$ cat src/shared/acrm_map.svh
// register offsets, field positions, reset values and sizes of the converter setup bank
`ifndef ACRM_MAP_SVH
`define ACRM_MAP_SVH
`define ACRM_ADDR_SETUP   13'h0000
`define ACRM_ADDR_ID      13'h0001
`define ACRM_ADDR_GRADE   13'h0002
`define ACRM_ADDR_INDEX   13'h0005
`define ACRM_ADDR_XFER    13'h00FF
`define ACRM_ADDR_FN_LO   13'h0008
`define ACRM_ADDR_FN_HI   13'h0020
`define ACRM_ADDR_FN_SYNC 13'h003A
`define ACRM_ADDR_POWER   13'h0008
`define ACRM_IDX_GCLK     5'h01
`define ACRM_IDX_OUTFMT   5'h0C
`define ACRM_IDX_SYNC     5'h19
`define ACRM_FN_COUNT     26
`define ACRM_RST_SETUP    8'h18
`define ACRM_RST_INDEX    2'h3
`define ACRM_RST_GCLK     8'h01
`define ACRM_RST_OUTFMT   8'h05
`define ACRM_RST_FN       8'h00
`define ACRM_SETUP_LSB_H  6
`define ACRM_SETUP_LSB_L  1
`define ACRM_SETUP_SRST_H 5
`define ACRM_SETUP_SRST_L 2
`define ACRM_GRADE_POS    4
`define ACRM_XFER_BIT     0
`define ACRM_INSTR_BITS   16
`define ACRM_BYTE_LAST    4'h7
`define ACRM_INSTR_LAST   4'hF
`endif

$ cat src/shared/acrm_pkg.sv
// types shared by the converter setup bank
`default_nettype none
package acrm_pkg;
    typedef enum logic [3:0] {
        ST_IDLE  = 4'b0001,
        ST_INSTR = 4'b0010,
        ST_DATA  = 4'b0100,
        ST_DONE  = 4'b1000
    } acrm_state_e;

    typedef struct packed {
        logic        rd;
        logic [1:0]  wlen;
        logic [12:0] addr;
    } acrm_instr_s;

    typedef struct packed {
        logic       en;
        logic [4:0] idx;
        logic [7:0] data;
    } acrm_wr_s;
endpackage
`default_nettype wire

$ cat src/rtl/acrm_chan_bank.sv
// one channel copy of the shadowed function registers: holding and active sets
`timescale 1ns/1ps
`default_nettype none
`include "acrm_map.svh"
module acrm_chan_bank
    import acrm_pkg::*;
#(
    parameter int NREG = `ACRM_FN_COUNT
) (
    input  wire logic              clk_i,
    input  wire logic              rst_n_i,
    input  wire logic              ce_i,
    input  wire logic              soft_rst_i,
    input  wire logic              xfer_i,
    input  wire acrm_wr_s          wr_i,
    input  wire logic [4:0]        rd_idx_i,
    output logic      [7:0]        rd_data_o,
    output logic      [NREG*8-1:0] active_o
);
    logic [7:0]        hold   [NREG];
    logic [7:0]        active [NREG];
    logic [NREG*8-1:0] hold_flat;

    function automatic logic [7:0] dflt(input int i);
        if (i == int'(`ACRM_IDX_OUTFMT)) begin
            return `ACRM_RST_OUTFMT;
        end else if (i == int'(`ACRM_IDX_GCLK)) begin
            return `ACRM_RST_GCLK;
        end
        return `ACRM_RST_FN;
    endfunction

    // holding copy takes host writes
    always_ff @(posedge clk_i or negedge rst_n_i) begin
        if (!rst_n_i) begin
            for (int i = 0; i < NREG; i++) hold[i] <= dflt(i);
        end else if (ce_i) begin
            if (soft_rst_i) begin
                for (int i = 0; i < NREG; i++) hold[i] <= dflt(i);
            end else if (wr_i.en && int'(wr_i.idx) < NREG) begin
                hold[wr_i.idx] <= wr_i.data;
            end
        end
    end

    // active copy changes only on transfer or soft reset, all entries at once
    always_ff @(posedge clk_i or negedge rst_n_i) begin
        if (!rst_n_i) begin
            for (int i = 0; i < NREG; i++) active[i] <= dflt(i);
        end else if (ce_i) begin
            if (soft_rst_i) begin
                for (int i = 0; i < NREG; i++) active[i] <= dflt(i);
            end else if (xfer_i) begin
                for (int i = 0; i < NREG; i++) active[i] <= hold[i];
            end
        end
    end

    for (genvar g = 0; g < NREG; g++) begin : g_flat
        assign active_o[g*8 +: 8]  = active[g];
        assign hold_flat[g*8 +: 8] = hold[g];
    end

    assign rd_data_o = (int'(rd_idx_i) < NREG) ? hold[rd_idx_i] : 8'h00;
endmodule
`default_nettype wire

$ cat src/rtl/acrm_register_map.sv
// serial-port setup register bank of the dual converter
`timescale 1ns/1ps
`default_nettype none
`include "acrm_map.svh"
module acrm_register_map
    import acrm_pkg::*;
#(
    parameter logic [7:0] PART_ID     = 8'h5A, // arbitrary value
    parameter logic [1:0] SPEED_GRADE = 2'h0
) (
    input  wire logic                         MCLK_I,
    input  wire logic                         ARST_N_I,
    input  wire logic                         CE_I,
    input  wire logic                         SCLK_I,
    input  wire logic                         CSB_N_I,
    input  wire logic                         SDIO_I,
    output logic                              SDIO_O,
    output logic                              SDIO_OE_O,
    output logic [`ACRM_FN_COUNT*8-1:0]       ACTIVE_A_O,
    output logic [`ACRM_FN_COUNT*8-1:0]       ACTIVE_B_O
);
    acrm_state_e state;
    acrm_instr_s instr;
    logic        sclk_q;
    logic [3:0]  bit_cnt;
    logic [14:0] shreg;
    logic [12:0] addr;
    logic [1:0]  bytes_left;
    logic [7:0]  tx;
    logic        lsb_first;
    logic [1:0]  chan_sel;
    logic        xfer;
    logic        soft_rst;
    acrm_wr_s    wr;
    logic [1:0]  wr_ch;
    logic        rise, fall, commit, instr_end, byte_end;
    logic [15:0] in_word;
    logic [7:0]  in_byte;
    acrm_instr_s dec;
    logic [12:0] next_addr, look_addr;
    logic [7:0]  look_byte, rd_a, rd_b;
    logic [15:0] in_rev;
    logic [7:0]                  rd_ch  [2];
    logic [`ACRM_FN_COUNT*8-1:0] act_ch [2];

    function automatic logic [15:0] rev16(input logic [15:0] v);
        for (int i = 0; i < 16; i++) rev16[i] = v[15-i];
    endfunction

    function automatic logic [7:0] rev8(input logic [7:0] v);
        for (int i = 0; i < 8; i++) rev8[i] = v[7-i];
    endfunction

    function automatic logic is_fn(input logic [12:0] a);
        return (a >= `ACRM_ADDR_FN_LO && a <= `ACRM_ADDR_FN_HI) || a == `ACRM_ADDR_FN_SYNC;
    endfunction

    function automatic logic [4:0] fn_idx(input logic [12:0] a);
        logic [12:0] d;
        d = a - `ACRM_ADDR_FN_LO;
        return (a == `ACRM_ADDR_FN_SYNC) ? `ACRM_IDX_SYNC : d[4:0];
    endfunction

    function automatic logic is_local(input logic [12:0] a);
        return a == `ACRM_ADDR_POWER;
    endfunction

    assign rise      = CE_I && !CSB_N_I && SCLK_I && !sclk_q;
    assign fall      = CE_I && !CSB_N_I && !SCLK_I && sclk_q;
    assign in_rev    = rev16({shreg, SDIO_I});
    assign in_word   = lsb_first ? in_rev : {shreg, SDIO_I};
    assign in_byte   = lsb_first ? in_rev[15:8] : {shreg[6:0], SDIO_I};
    assign dec       = acrm_instr_s'(in_word);
    assign instr_end = rise && (state == ST_IDLE || state == ST_INSTR)
                       && bit_cnt == `ACRM_INSTR_LAST;
    assign byte_end  = rise && state == ST_DATA && bit_cnt == `ACRM_BYTE_LAST;
    assign commit    = byte_end && !instr.rd;
    assign next_addr = lsb_first ? addr + 13'h0001 : addr - 13'h0001;
    assign look_addr = (state == ST_DATA) ? next_addr : dec.addr;

    // read decode: local reads with both bits set come from channel A
    always_comb begin
        look_byte = 8'h00;
        if (look_addr == `ACRM_ADDR_SETUP) begin
            look_byte = `ACRM_RST_SETUP;
            look_byte[`ACRM_SETUP_LSB_H] = lsb_first;
            look_byte[`ACRM_SETUP_LSB_L] = lsb_first;
        end else if (look_addr == `ACRM_ADDR_ID) begin
            look_byte = PART_ID;
        end else if (look_addr == `ACRM_ADDR_GRADE) begin
            look_byte[`ACRM_GRADE_POS +: 2] = SPEED_GRADE;
        end else if (look_addr == `ACRM_ADDR_INDEX) begin
            look_byte = {6'h00, chan_sel};
        end else if (is_fn(look_addr)) begin
            look_byte = (is_local(look_addr) && !chan_sel[0] && chan_sel[1]) ? rd_b : rd_a;
        end
    end

    always_ff @(posedge MCLK_I or negedge ARST_N_I) begin
        if (!ARST_N_I) begin
            sclk_q <= 1'b0;
        end else if (CE_I) begin
            sclk_q <= SCLK_I;
        end
    end

    // frame sequencing: instruction, then bytes until length or chip select ends it
    always_ff @(posedge MCLK_I or negedge ARST_N_I) begin
        if (!ARST_N_I) begin
            state      <= ST_IDLE;
            bit_cnt    <= 4'h0;
            shreg      <= 15'h0000;
            instr      <= '0;
            addr       <= 13'h0000;
            bytes_left <= 2'h0;
        end else if (CE_I) begin
            if (CSB_N_I) begin
                state   <= ST_IDLE;
                bit_cnt <= 4'h0;
            end else if (rise) begin
                shreg   <= {shreg[13:0], SDIO_I};
                bit_cnt <= bit_cnt + 4'h1;
                case (state)
                    ST_IDLE, ST_INSTR: begin
                        state <= instr_end ? ST_DATA : ST_INSTR;
                        if (instr_end) begin
                            instr      <= dec;
                            addr       <= dec.addr;
                            bytes_left <= dec.wlen;
                            bit_cnt    <= 4'h0;
                        end
                    end
                    ST_DATA: begin
                        if (byte_end) begin
                            bit_cnt <= 4'h0;
                            addr    <= next_addr;
                            if (instr.wlen != 2'h3) begin
                                bytes_left <= bytes_left - 2'h1;
                                if (bytes_left == 2'h0) begin
                                    state <= ST_DONE;
                                end
                            end
                        end
                    end
                    ST_DONE: state <= ST_DONE;
                    default: state <= ST_IDLE;
                endcase
            end
        end
    end

    // read data leaves on falling edges, first bit after the instruction
    always_ff @(posedge MCLK_I or negedge ARST_N_I) begin
        if (!ARST_N_I) begin
            tx        <= 8'h00;
            SDIO_O    <= 1'b0;
            SDIO_OE_O <= 1'b0;
        end else if (CE_I) begin
            if (CSB_N_I) begin
                SDIO_OE_O <= 1'b0;
            end else if ((instr_end && dec.rd) || (byte_end && instr.rd)) begin
                tx <= lsb_first ? rev8(look_byte) : look_byte;
            end else if (fall) begin
                SDIO_OE_O <= state == ST_DATA && instr.rd;
                if (state == ST_DATA && instr.rd) begin
                    SDIO_O <= tx[7];
                    tx     <= {tx[6:0], 1'b0};
                end
            end
        end
    end

    // write commit into setup, index, transfer and function registers
    always_ff @(posedge MCLK_I or negedge ARST_N_I) begin
        if (!ARST_N_I) begin
            lsb_first <= 1'b0;
            chan_sel  <= `ACRM_RST_INDEX;
            xfer      <= 1'b0;
            soft_rst  <= 1'b0;
            wr        <= '0;
            wr_ch     <= 2'h0;
        end else if (CE_I) begin
            xfer     <= commit && addr == `ACRM_ADDR_XFER && in_byte[`ACRM_XFER_BIT];
            soft_rst <= commit && addr == `ACRM_ADDR_SETUP
                        && (in_byte[`ACRM_SETUP_SRST_H] || in_byte[`ACRM_SETUP_SRST_L]);
            wr.en    <= commit && is_fn(addr);
            wr.idx   <= fn_idx(addr);
            wr.data  <= in_byte;
            wr_ch    <= is_local(addr) ? chan_sel : 2'h3;
            if (soft_rst) begin
                lsb_first <= 1'b0;
                chan_sel  <= `ACRM_RST_INDEX;
            end else if (commit && addr == `ACRM_ADDR_SETUP) begin
                lsb_first <= in_byte[`ACRM_SETUP_LSB_H] || in_byte[`ACRM_SETUP_LSB_L];
            end else if (commit && addr == `ACRM_ADDR_INDEX) begin
                chan_sel <= in_byte[1:0];
            end
        end
    end

    for (genvar c = 0; c < 2; c++) begin : g_chan
        acrm_wr_s ch_wr;
        assign ch_wr = '{en: wr.en && wr_ch[c], idx: wr.idx, data: wr.data};
        acrm_chan_bank #(
            .NREG (`ACRM_FN_COUNT)
        ) u_bank (
            .clk_i      (MCLK_I),
            .rst_n_i    (ARST_N_I),
            .ce_i       (CE_I),
            .soft_rst_i (soft_rst),
            .xfer_i     (xfer),
            .wr_i       (ch_wr),
            .rd_idx_i   (fn_idx(look_addr)),
            .rd_data_o  (rd_ch[c]),
            .active_o   (act_ch[c])
        );
    end

    assign rd_a       = rd_ch[0];
    assign rd_b       = rd_ch[1];
    assign ACTIVE_A_O = act_ch[0];
    assign ACTIVE_B_O = act_ch[1];
endmodule
`default_nettype wire

$ cat config.mk
export PLATFORM = sky130hd
export DESIGN_NAME = acrm_register_map
export DESIGN_NICKNAME = d
export VERILOG_FILES = /design/src/shared/acrm_pkg.sv /design/src/rtl/acrm_chan_bank.sv /design/src/rtl/acrm_register_map.sv
export VERILOG_INCLUDE_DIRS = /design/src /design/src/shared
export SDC_FILE = /design/constraint.sdc
export NUM_CORES = 1
export LEC_CHECK = 0
export ABC_CLOCK_PERIOD_IN_PS = 5800
export BUFFER_PORTS_ARGS = -buffer_cell sky130_fd_sc_hd__clkbuf_2
export CAP_MARGIN = 20
export CORE_MARGIN = 4
export CORE_UTILIZATION = 45
export CTS_CLUSTER_SIZE = 10
export DETAILED_ROUTE_END_ITERATION = 6
export HOLD_SLACK_MARGIN = 0.02
export PLACE_DENSITY = 0.66
export REMOVE_ABC_BUFFERS = 1
export SKIP_CTS_REPAIR_TIMING = 1
export SYNTH_ARGS = -nofsm -noshare
export SYNTH_HDL_FRONTEND = slang
export SYNTH_HIERARCHICAL = 1
export SYNTH_SLANG_ARGS = --single-unit
export TNS_END_PERCENT = 50
$ cat constraint.sdc
create_clock -name MCLK_I -period 5.8 [get_ports MCLK_I]
set_clock_uncertainty 0.1 [all_clocks]
set_input_delay 0 -clock MCLK_I [delete_from_list [all_inputs] [get_ports MCLK_I]]
set_output_delay 0 -clock MCLK_I [all_outputs]
set_load 0.02 [all_outputs]
-- After elaboration in Yosys (flattened, before gate mapping)
Index checks and enable logic that the tools add are counted.
W data, S select, Z words.
- $add $sub $neg: 6
- $lt $le $gt $ge: 9
- equality and inequality tests: 24
- muxes and demuxes: 70
- bitwise operators: 4
- reductions and logical operators: 67
- operators by type and width (operator ; count):
    $mux W208 ; 8
    $bwmux W208 ; 2
    $mux W8 ; 17
    $bmux W8 S5 ; 2
    $mux W13 ; 4
    $demux W8 S5 ; 1
    $mux W4 ; 10
    $logic_and A1 B1 Y1 ; 28
    $eq A13 B3 Y1 const B ; 2
    $eq A13 B4 Y1 const B ; 2
    $eq A13 B6 Y1 const B ; 2
    $ge A13 B4 Y1 const B ; 2
    $le A13 B6 Y1 const B ; 2
    $logic_not A13 Y1 ; 2
    $pmux W13 S2 ; 1
    $reduce_bool A2 Y1 ; 10
    $mux W2 ; 9
    $mux W16 ; 1
    $reduce_and A5 Y1 ; 3
    $add A13 B1 Y13 const B ; 1
    $eq A13 B1 Y1 const B ; 1
    $eq A13 B2 Y1 const B ; 1
    $eq A13 B8 Y1 const B ; 1
    $sub A13 B1 Y13 const B ; 1
    other kinds (29) ; 67
- register bits after elaboration: 905
- output and inout bits: 418
- logic and storage cells: 303

-- Longest topological paths before layout
- depth after elaboration: 18
- gate-level depth with buffers: 26
- mapped depth without buffers: 19

-- Modules after synthesis
Netlist, hierarchy kept.
- modules (own cells, without submodules) (module ; instances ; cells an instance ; area an instance (um2) ; seq. area each (um2)):
    acrm_chan_bank at g_chan[0].u_bank ; 1 ; 1647 ; 18262.5 ; 10417.5
    acrm_chan_bank at g_chan[1].u_bank ; 1 ; 1647 ; 18247.5 ; 10417.5
    acrm_register_map ; 1 ; 541 ; 4673.2 ; 1830.5

-- Worst setup path before layout
Ideal clock, no wire load.
- path type: reg2reg
- start: register lsb_first
- end: register tx[2]
- setup time: 126 ps
- arrival time: 5326 ps
- slack: 248 ps
- cell stages (with the launch flop): 22
- path buffers: 5
- period minus slack after synthesis: 5552 ps
- cell sequence: dfrtp_1 > buf_2 > buf_1 > buf_2 > inv_1 > ha_1 > nand2b_1 > a211o_1 > a211o_1 > a21oi_1 > a2bb2oi_1 > mux2i_1 > nor3_1 > a21oi_1 > buf_2 > clkbuf_1 > mux4_2 > a32oi_1 > nand4_1 > mux4_2 > nand3_1 > nand3_1
- word-level cells in the longest chain between the ends: 17
- elaborated cells on any way between the ends: 41
- classes of those cells: add/sub: 1; order compare: 3; eq/ne: 5; mux: 21; bitwise: 1; reduce/logical: 10
- RTL lines (what ; RTL line ; source):
    start, declared ; acrm_register_map.sv:30 ; logic lsb_first;
    start signal, assigned ; acrm_register_map.sv:194 ; lsb_first <= in_byte[`ACRM_SETUP_LSB_H] || in_byte[`ACRM_SETUP_LSB_L];
    $mux W16 / $mux W13 (equally long branches) ; acrm_register_map.sv:71, acrm_register_map.sv:78 ;
    $mux W13 * ; acrm_register_map.sv:79 ; assign look_addr = (state == ST_DATA) ? next_addr : dec.addr;
    $sub A5 B4 Y5 (no source line) / $eq A13 B6 Y1 (equally long branches) ; - ;
    $mux W5 * ; acrm_register_map.sv:61 ; return (a == `ACRM_ADDR_FN_SYNC) ? `ACRM_IDX_SYNC : d[4:0];
    $not A5 Y6 (not written as such) ; acrm_chan_bank.sv:64 ; assign rd_data_o = (int'(rd_idx_i) < NREG) ? hold[rd_idx_i] : 8'h00;
    $bmux W8 S5 ; acrm_chan_bank.sv:64 ;
    $mux W8 (not written as such) (2 in series) ; acrm_chan_bank.sv:64 ;
    $mux W8 * ; acrm_chan_bank.sv:64 ;
    via rd_a[2] ; acrm_register_map.sv:41 ; logic [7:0] look_byte, rd_a, rd_b;
    $mux W8 * ; acrm_register_map.sv:95 ; look_byte = (is_local(look_addr) && !chan_sel[0] && chan_sel[1]) ? rd_b : rd_a;
    $mux W8 * ; acrm_register_map.sv:94 ; end else if (is_fn(look_addr)) begin
    $mux W8 * ; acrm_register_map.sv:92 ; end else if (look_addr == `ACRM_ADDR_INDEX) begin
    $mux W4 * ; acrm_register_map.sv:90 ; end else if (look_addr == `ACRM_ADDR_GRADE) begin
    $mux W8 * ; acrm_register_map.sv:88 ; end else if (look_addr == `ACRM_ADDR_ID) begin
    $mux W8 * ; acrm_register_map.sv:84 ; if (look_addr == `ACRM_ADDR_SETUP) begin
    $mux W8 * ; acrm_register_map.sv:162 ; tx <= lsb_first ? rev8(look_byte) : look_byte;
    $mux W8 * ; acrm_register_map.sv:161 ; end else if ((instr_end && dec.rd) || (byte_end && instr.rd)) begin
    end signal, assigned ; acrm_register_map.sv:162 ;
    end signal, assigned ; acrm_register_map.sv:167 ; tx <= {tx[6:0], 1'b0};
    end, declared ; acrm_register_map.sv:29 ; logic [7:0] tx;
The timed path passes the listed nets; every way through them passes the cells marked *. The select of a mux whose other input is x is not followed.
A chain may end at the register's enable or synchronous reset.

-- Final worst setup path
- start: register addr[0]
- end: register tx[2]
- word-level cells in the longest chain between the ends: 18
- elaborated cells on any way between the ends: 37
- classes of those cells: add/sub: 3; order compare: 3; eq/ne: 5; mux: 20; bitwise: 1; reduce/logical: 5
- RTL lines (what ; RTL line ; source):
    start, declared ; acrm_register_map.sv:27 ; logic [12:0] addr;
    start signal, assigned ; acrm_register_map.sv:128 ; addr <= dec.addr;
    start signal, assigned ; acrm_register_map.sv:136 ; addr <= next_addr;
    $sub A13 B1 Y13 / $add A13 B1 Y13 (equally long branches) ; acrm_register_map.sv:78 ; assign next_addr = lsb_first ? addr + 13'h0001 : addr - 13'h0001;
    $mux W13 * ; acrm_register_map.sv:78 ;
    $mux W13 * ; acrm_register_map.sv:79 ;
    $sub A5 B4 Y5 (no source line) / $eq A13 B6 Y1 (equally long branches) ; - ;
    $mux W5 * ; acrm_register_map.sv:61 ;
    $not A5 Y6 (not written as such) ; acrm_chan_bank.sv:64 ;
    $bmux W8 S5 ; acrm_chan_bank.sv:64 ;
    $mux W8 (not written as such) (2 in series) ; acrm_chan_bank.sv:64 ;
    (+1 left out) ; - ;
    via rd_a[5] ; acrm_register_map.sv:41 ;
    $mux W8 * ; acrm_register_map.sv:95 ;
    $mux W8 * ; acrm_register_map.sv:94 ;
    $mux W8 * ; acrm_register_map.sv:92 ;
    $mux W2 * ; acrm_register_map.sv:90 ;
    $mux W8 * ; acrm_register_map.sv:88 ;
    $mux W8 * ; acrm_register_map.sv:84 ;
    $mux W8 * ; acrm_register_map.sv:162 ;
    $mux W8 * ; acrm_register_map.sv:161 ;
Marked as above.

==> impl_metrics.env <==
export IMPL_io_pins=424
export IMPL_start_kind="flop"
export IMPL_reg2reg_slack_ns=0.31
export IMPL_tightest_slew_ns=1.146
export IMPL_drc=0
export IMPL_cts_sinks=905
export IMPL_synth_cell_types=76
export IMPL_grt_pass1_vias=31620
export IMPL_viasPerCell=5.893
export IMPL_clk_path_buf_depth=3
export IMPL_dieArea_um2=96420
export IMPL_synth_top_family_by_area="compound AO/OA/AOI/OAI gates"
export IMPL_drv_cap=0
export IMPL_fp_dieW_um=310.5
export IMPL_drtAntennaViolNets=0
export IMPL_synth_compound_area_frac=0.1856
export IMPL_switching_power_mw=4.027
export IMPL_post_route_period_util=0.9465
export IMPL_maxSlewHeadroom=0.2357
export IMPL_fin_crit_ns=5.490
export IMPL_drv_slew=0
export IMPL_place_congestion=0.9421
export IMPL_crit_path_end_kind="flop"
export IMPL_synth_top_area_frac=0.5408
export IMPL_synth_avg_cell_area_um2=10.74
export IMPL_peakVddDrop_uv=227.6
export IMPL_power_density_nw_per_um2=304.3
export IMPL_cts_inserted_buffers=104
export IMPL_tritoncts="done"
export IMPL_dp_slack_ns=0.3403
export IMPL_outcome="finished clean"
export IMPL_final_nets=4178
export IMPL_setup_viol=0
export IMPL_syn_to_final_growth_pct=15.58
export IMPL_dieHeight_um=310.5
export IMPL_seqPwrFrac=0.450
export IMPL_rsz0062_at_grt="false"
export IMPL_yosysMostFrequentCell="dfrtp_1"
export IMPL_wire_per_inst_um=25.17
export IMPL_power_internal_mw=10.46
export IMPL_tns_ns=0
export IMPL_grt_max_degree=244
export IMPL_grt_pass1_wl_mm=206.6
export IMPL_synth_seq_cells=905
export IMPL_num_rows=110
export IMPL_ctsRootBufferMaster="clkbuf_16"
export IMPL_cp_max_fo=26
export IMPL_placed_cells=5215
export IMPL_grt_antenna_before_repair=2
export IMPL_grt_usage=0.2776
export IMPL_holdWs_ns=0.07529
export IMPL_combinationalPowerShare=0.132
export IMPL_min_path_type="in -> reg"
export IMPL_initial_utilization=0.4554
export IMPL_drtPass1Iterations=5
export IMPL_hold_viol_final=0
export IMPL_hpwl_mm=97.36
export IMPL_synth_edf_count=0
export IMPL_globalRouteOverflowTotal=0
export IMPL_num_vias=31870
export IMPL_clk_insertion_delay_late_ns=0.67
export IMPL_synth_adder_area_share=0.005347
export IMPL_drive_above_1_share=0.1882
export IMPL_synthCells=3835
export IMPL_fillers=8102
export IMPL_wirelength_mm=136.1
export IMPL_ys_top_cells_by_area="dfrtp_1 (54%), o2bb2ai_1 (8.4%), nand2b_1 (6.7%)"
export IMPL_synth_top_cells_by_count="dfrtp_1 (890), nand2_1 (514), o21ai_0 (452)"
export IMPL_first_iter_violations=3295
export IMPL_synth_simple_gate_area_frac=0.1542
export IMPL_synth_warnings=6
export IMPL_synthArstFlopShare=1.000
export IMPL_finalNonFillerCells=5408
export IMPL_synth_area_leader_cell="dfrtp_1"
export IMPL_p_sw_frac=0.2780
export IMPL_worstSetupPathType="reg -> reg"
export IMPL_coreArea_um2=90420
export IMPL_clk_pin_slew_ns=0.05
export IMPL_max_freq_mhz=182.2
export IMPL_synth_main_ff_cell="dfrtp_1"
export IMPL_p_leak_nw=21.05
export IMPL_synth_mux_area_frac=0.06833
export IMPL_htree_levels=3
export IMPL_syn_area_um2=41180
export IMPL_ys_seq_area_frac=0.5504
export IMPL_io_buffer_count=423
export IMPL_arrival_ns=5.92
export IMPL_power_frac_clock=0.418
export IMPL_setup_ws_ns=0.3102
export IMPL_synthXorXnorAreaFrac=0.001701
export IMPL_required_ns=6.23
## power by group through the flow
stage	Sequential [mW]	Combinational (mW)	Clock [mW]
after floorplan	6.58	1.00	0
after global placement	6.63	1.85	0
after detailed placement	6.63	1.85	0
after CTS	6.52	1.86	6.14
after global routing	6.53	2.02	6.43
final	6.52	1.91	6.05
## registers in the layout, summed over array words and instances, names as in the netlist, 2 cells and up
register	cells
wr_ch	2
addr	13
g_chan.ch_wr	13
bit_cnt	4
g_chan.u_bank/hold	416
shreg	15
instr	3
g_chan.u_bank/active_o	416
bytes_left	2
state	4
tx	8
chan_sel	2
## cell type report
| class | instances | area, um2 | share of cell area |
|---|---|---|---|
| timing repair buffer | 507 | 3050 | 0.06409 |
| multi-input combinational | 2594 | 17180 | 0.3608 |
| clock inverter | 6 | 46.29 | 0.0009726 |
| antenna | 2 | 5.005 | 0.0001051 |
| inverter | 43 | 165.2 | 0.003470 |
| sequential | 905 | 22670 | 0.4763 |
| clock buffer | 175 | 3013 | 0.06330 |
| tap | 1176 | 1471 | 0.03091 |
## routing by layer
layer  vias to the layer above  GRT usage  share of wire
met5                         -          0       0.000088
met4                         2    0.07072          0.026
met3                       242    0.06738          0.085
met2                      1307     0.4295           0.46
met1                     15920     0.3957           0.43
li1                      14400          -              -
## critical path: stages (launching register included)
cell,delay (ns)
dfrtp_2,0.45
inv_1,0.11
fa_1,0.45
nand2b_1,0.19
a211o_1,0.33
a211o_1,0.32
a21oi_1,0.14
a2bb2oi_1,0.29
mux2i_1,0.16
nor3_1,0.20
buf_4,0.18
nand2_1,0.11
nand2_4,0.23
buf_12,0.26
buf_12,0.21
mux2_2,0.35
o22ai_1,0.18
nor3_1,0.12
a211o_1,0.31
mux4_2,0.45
nand3_1,0.09
nand3_1,0.07
## through the flow
step | util | power (mW) | instance area, um2
after floorplan | - | 7.584 | 39930
after global placement | 0.4912 | 8.483 | 44410
after detailed placement | 0.4912 | 8.482 | 44410
after CTS | 0.5250 | 14.52 | 47470
after global routing | 0.5264 | 14.98 | 47600
final | 0.5264 | 14.48 | 47600
## worst paths after layout
kind,startpoint,to,cells past startpoint
hold / removal,CE_I,state[1],3
hold reg to reg,g_chan[0].u_bank/hold[192],g_chan[0].u_bank/hold[192],2
setup / recovery,addr[0],tx[2],21
min in group asynchronous,ARST_N_I,g_chan[1].u_bank/active_o[8],3
max in group asynchronous,ARST_N_I,g_chan[0].u_bank/active_o[27],4
setup reg to reg,addr[0],tx[2],21
## cells by family (layout without fill, tap and decap cells)
| family | Yosys count | count (layout) |
|---|---|---|
| flip-flops | 905 | 905 |
| other | 0 | 2 |
| AO/OA/AOI/OAI | 1110 | 1110 |
| AND/OR/NAND/NOR | 1266 | 1266 |
| buffers and inverters | 336 | 731 |
| adder cells (fa/ha/maj) | 17 | 17 |
| multiplexers | 193 | 193 |
| XOR/XNOR | 8 | 8 |
## cell usage in the layout, fill, tap and decap left out, drive strengths merged, types with 13 or more instances in the layout
cell / count
mux4: 66
nor2b: 19
nor3: 21
clkbuf: 596
dfrtp: 890
a22o: 20
ha: 16
o21ai: 456
nand2b: 438
inv: 45
a21oi: 64
o211ai: 59
nand2: 514
mux2i: 82
dfstp: 15
nor2: 112
a22oi: 32
nand3: 90
mux2: 45
o2bb2ai: 395
buf: 78
nand4: 13
No activity file was read; power rests on OpenSTA's default activity.
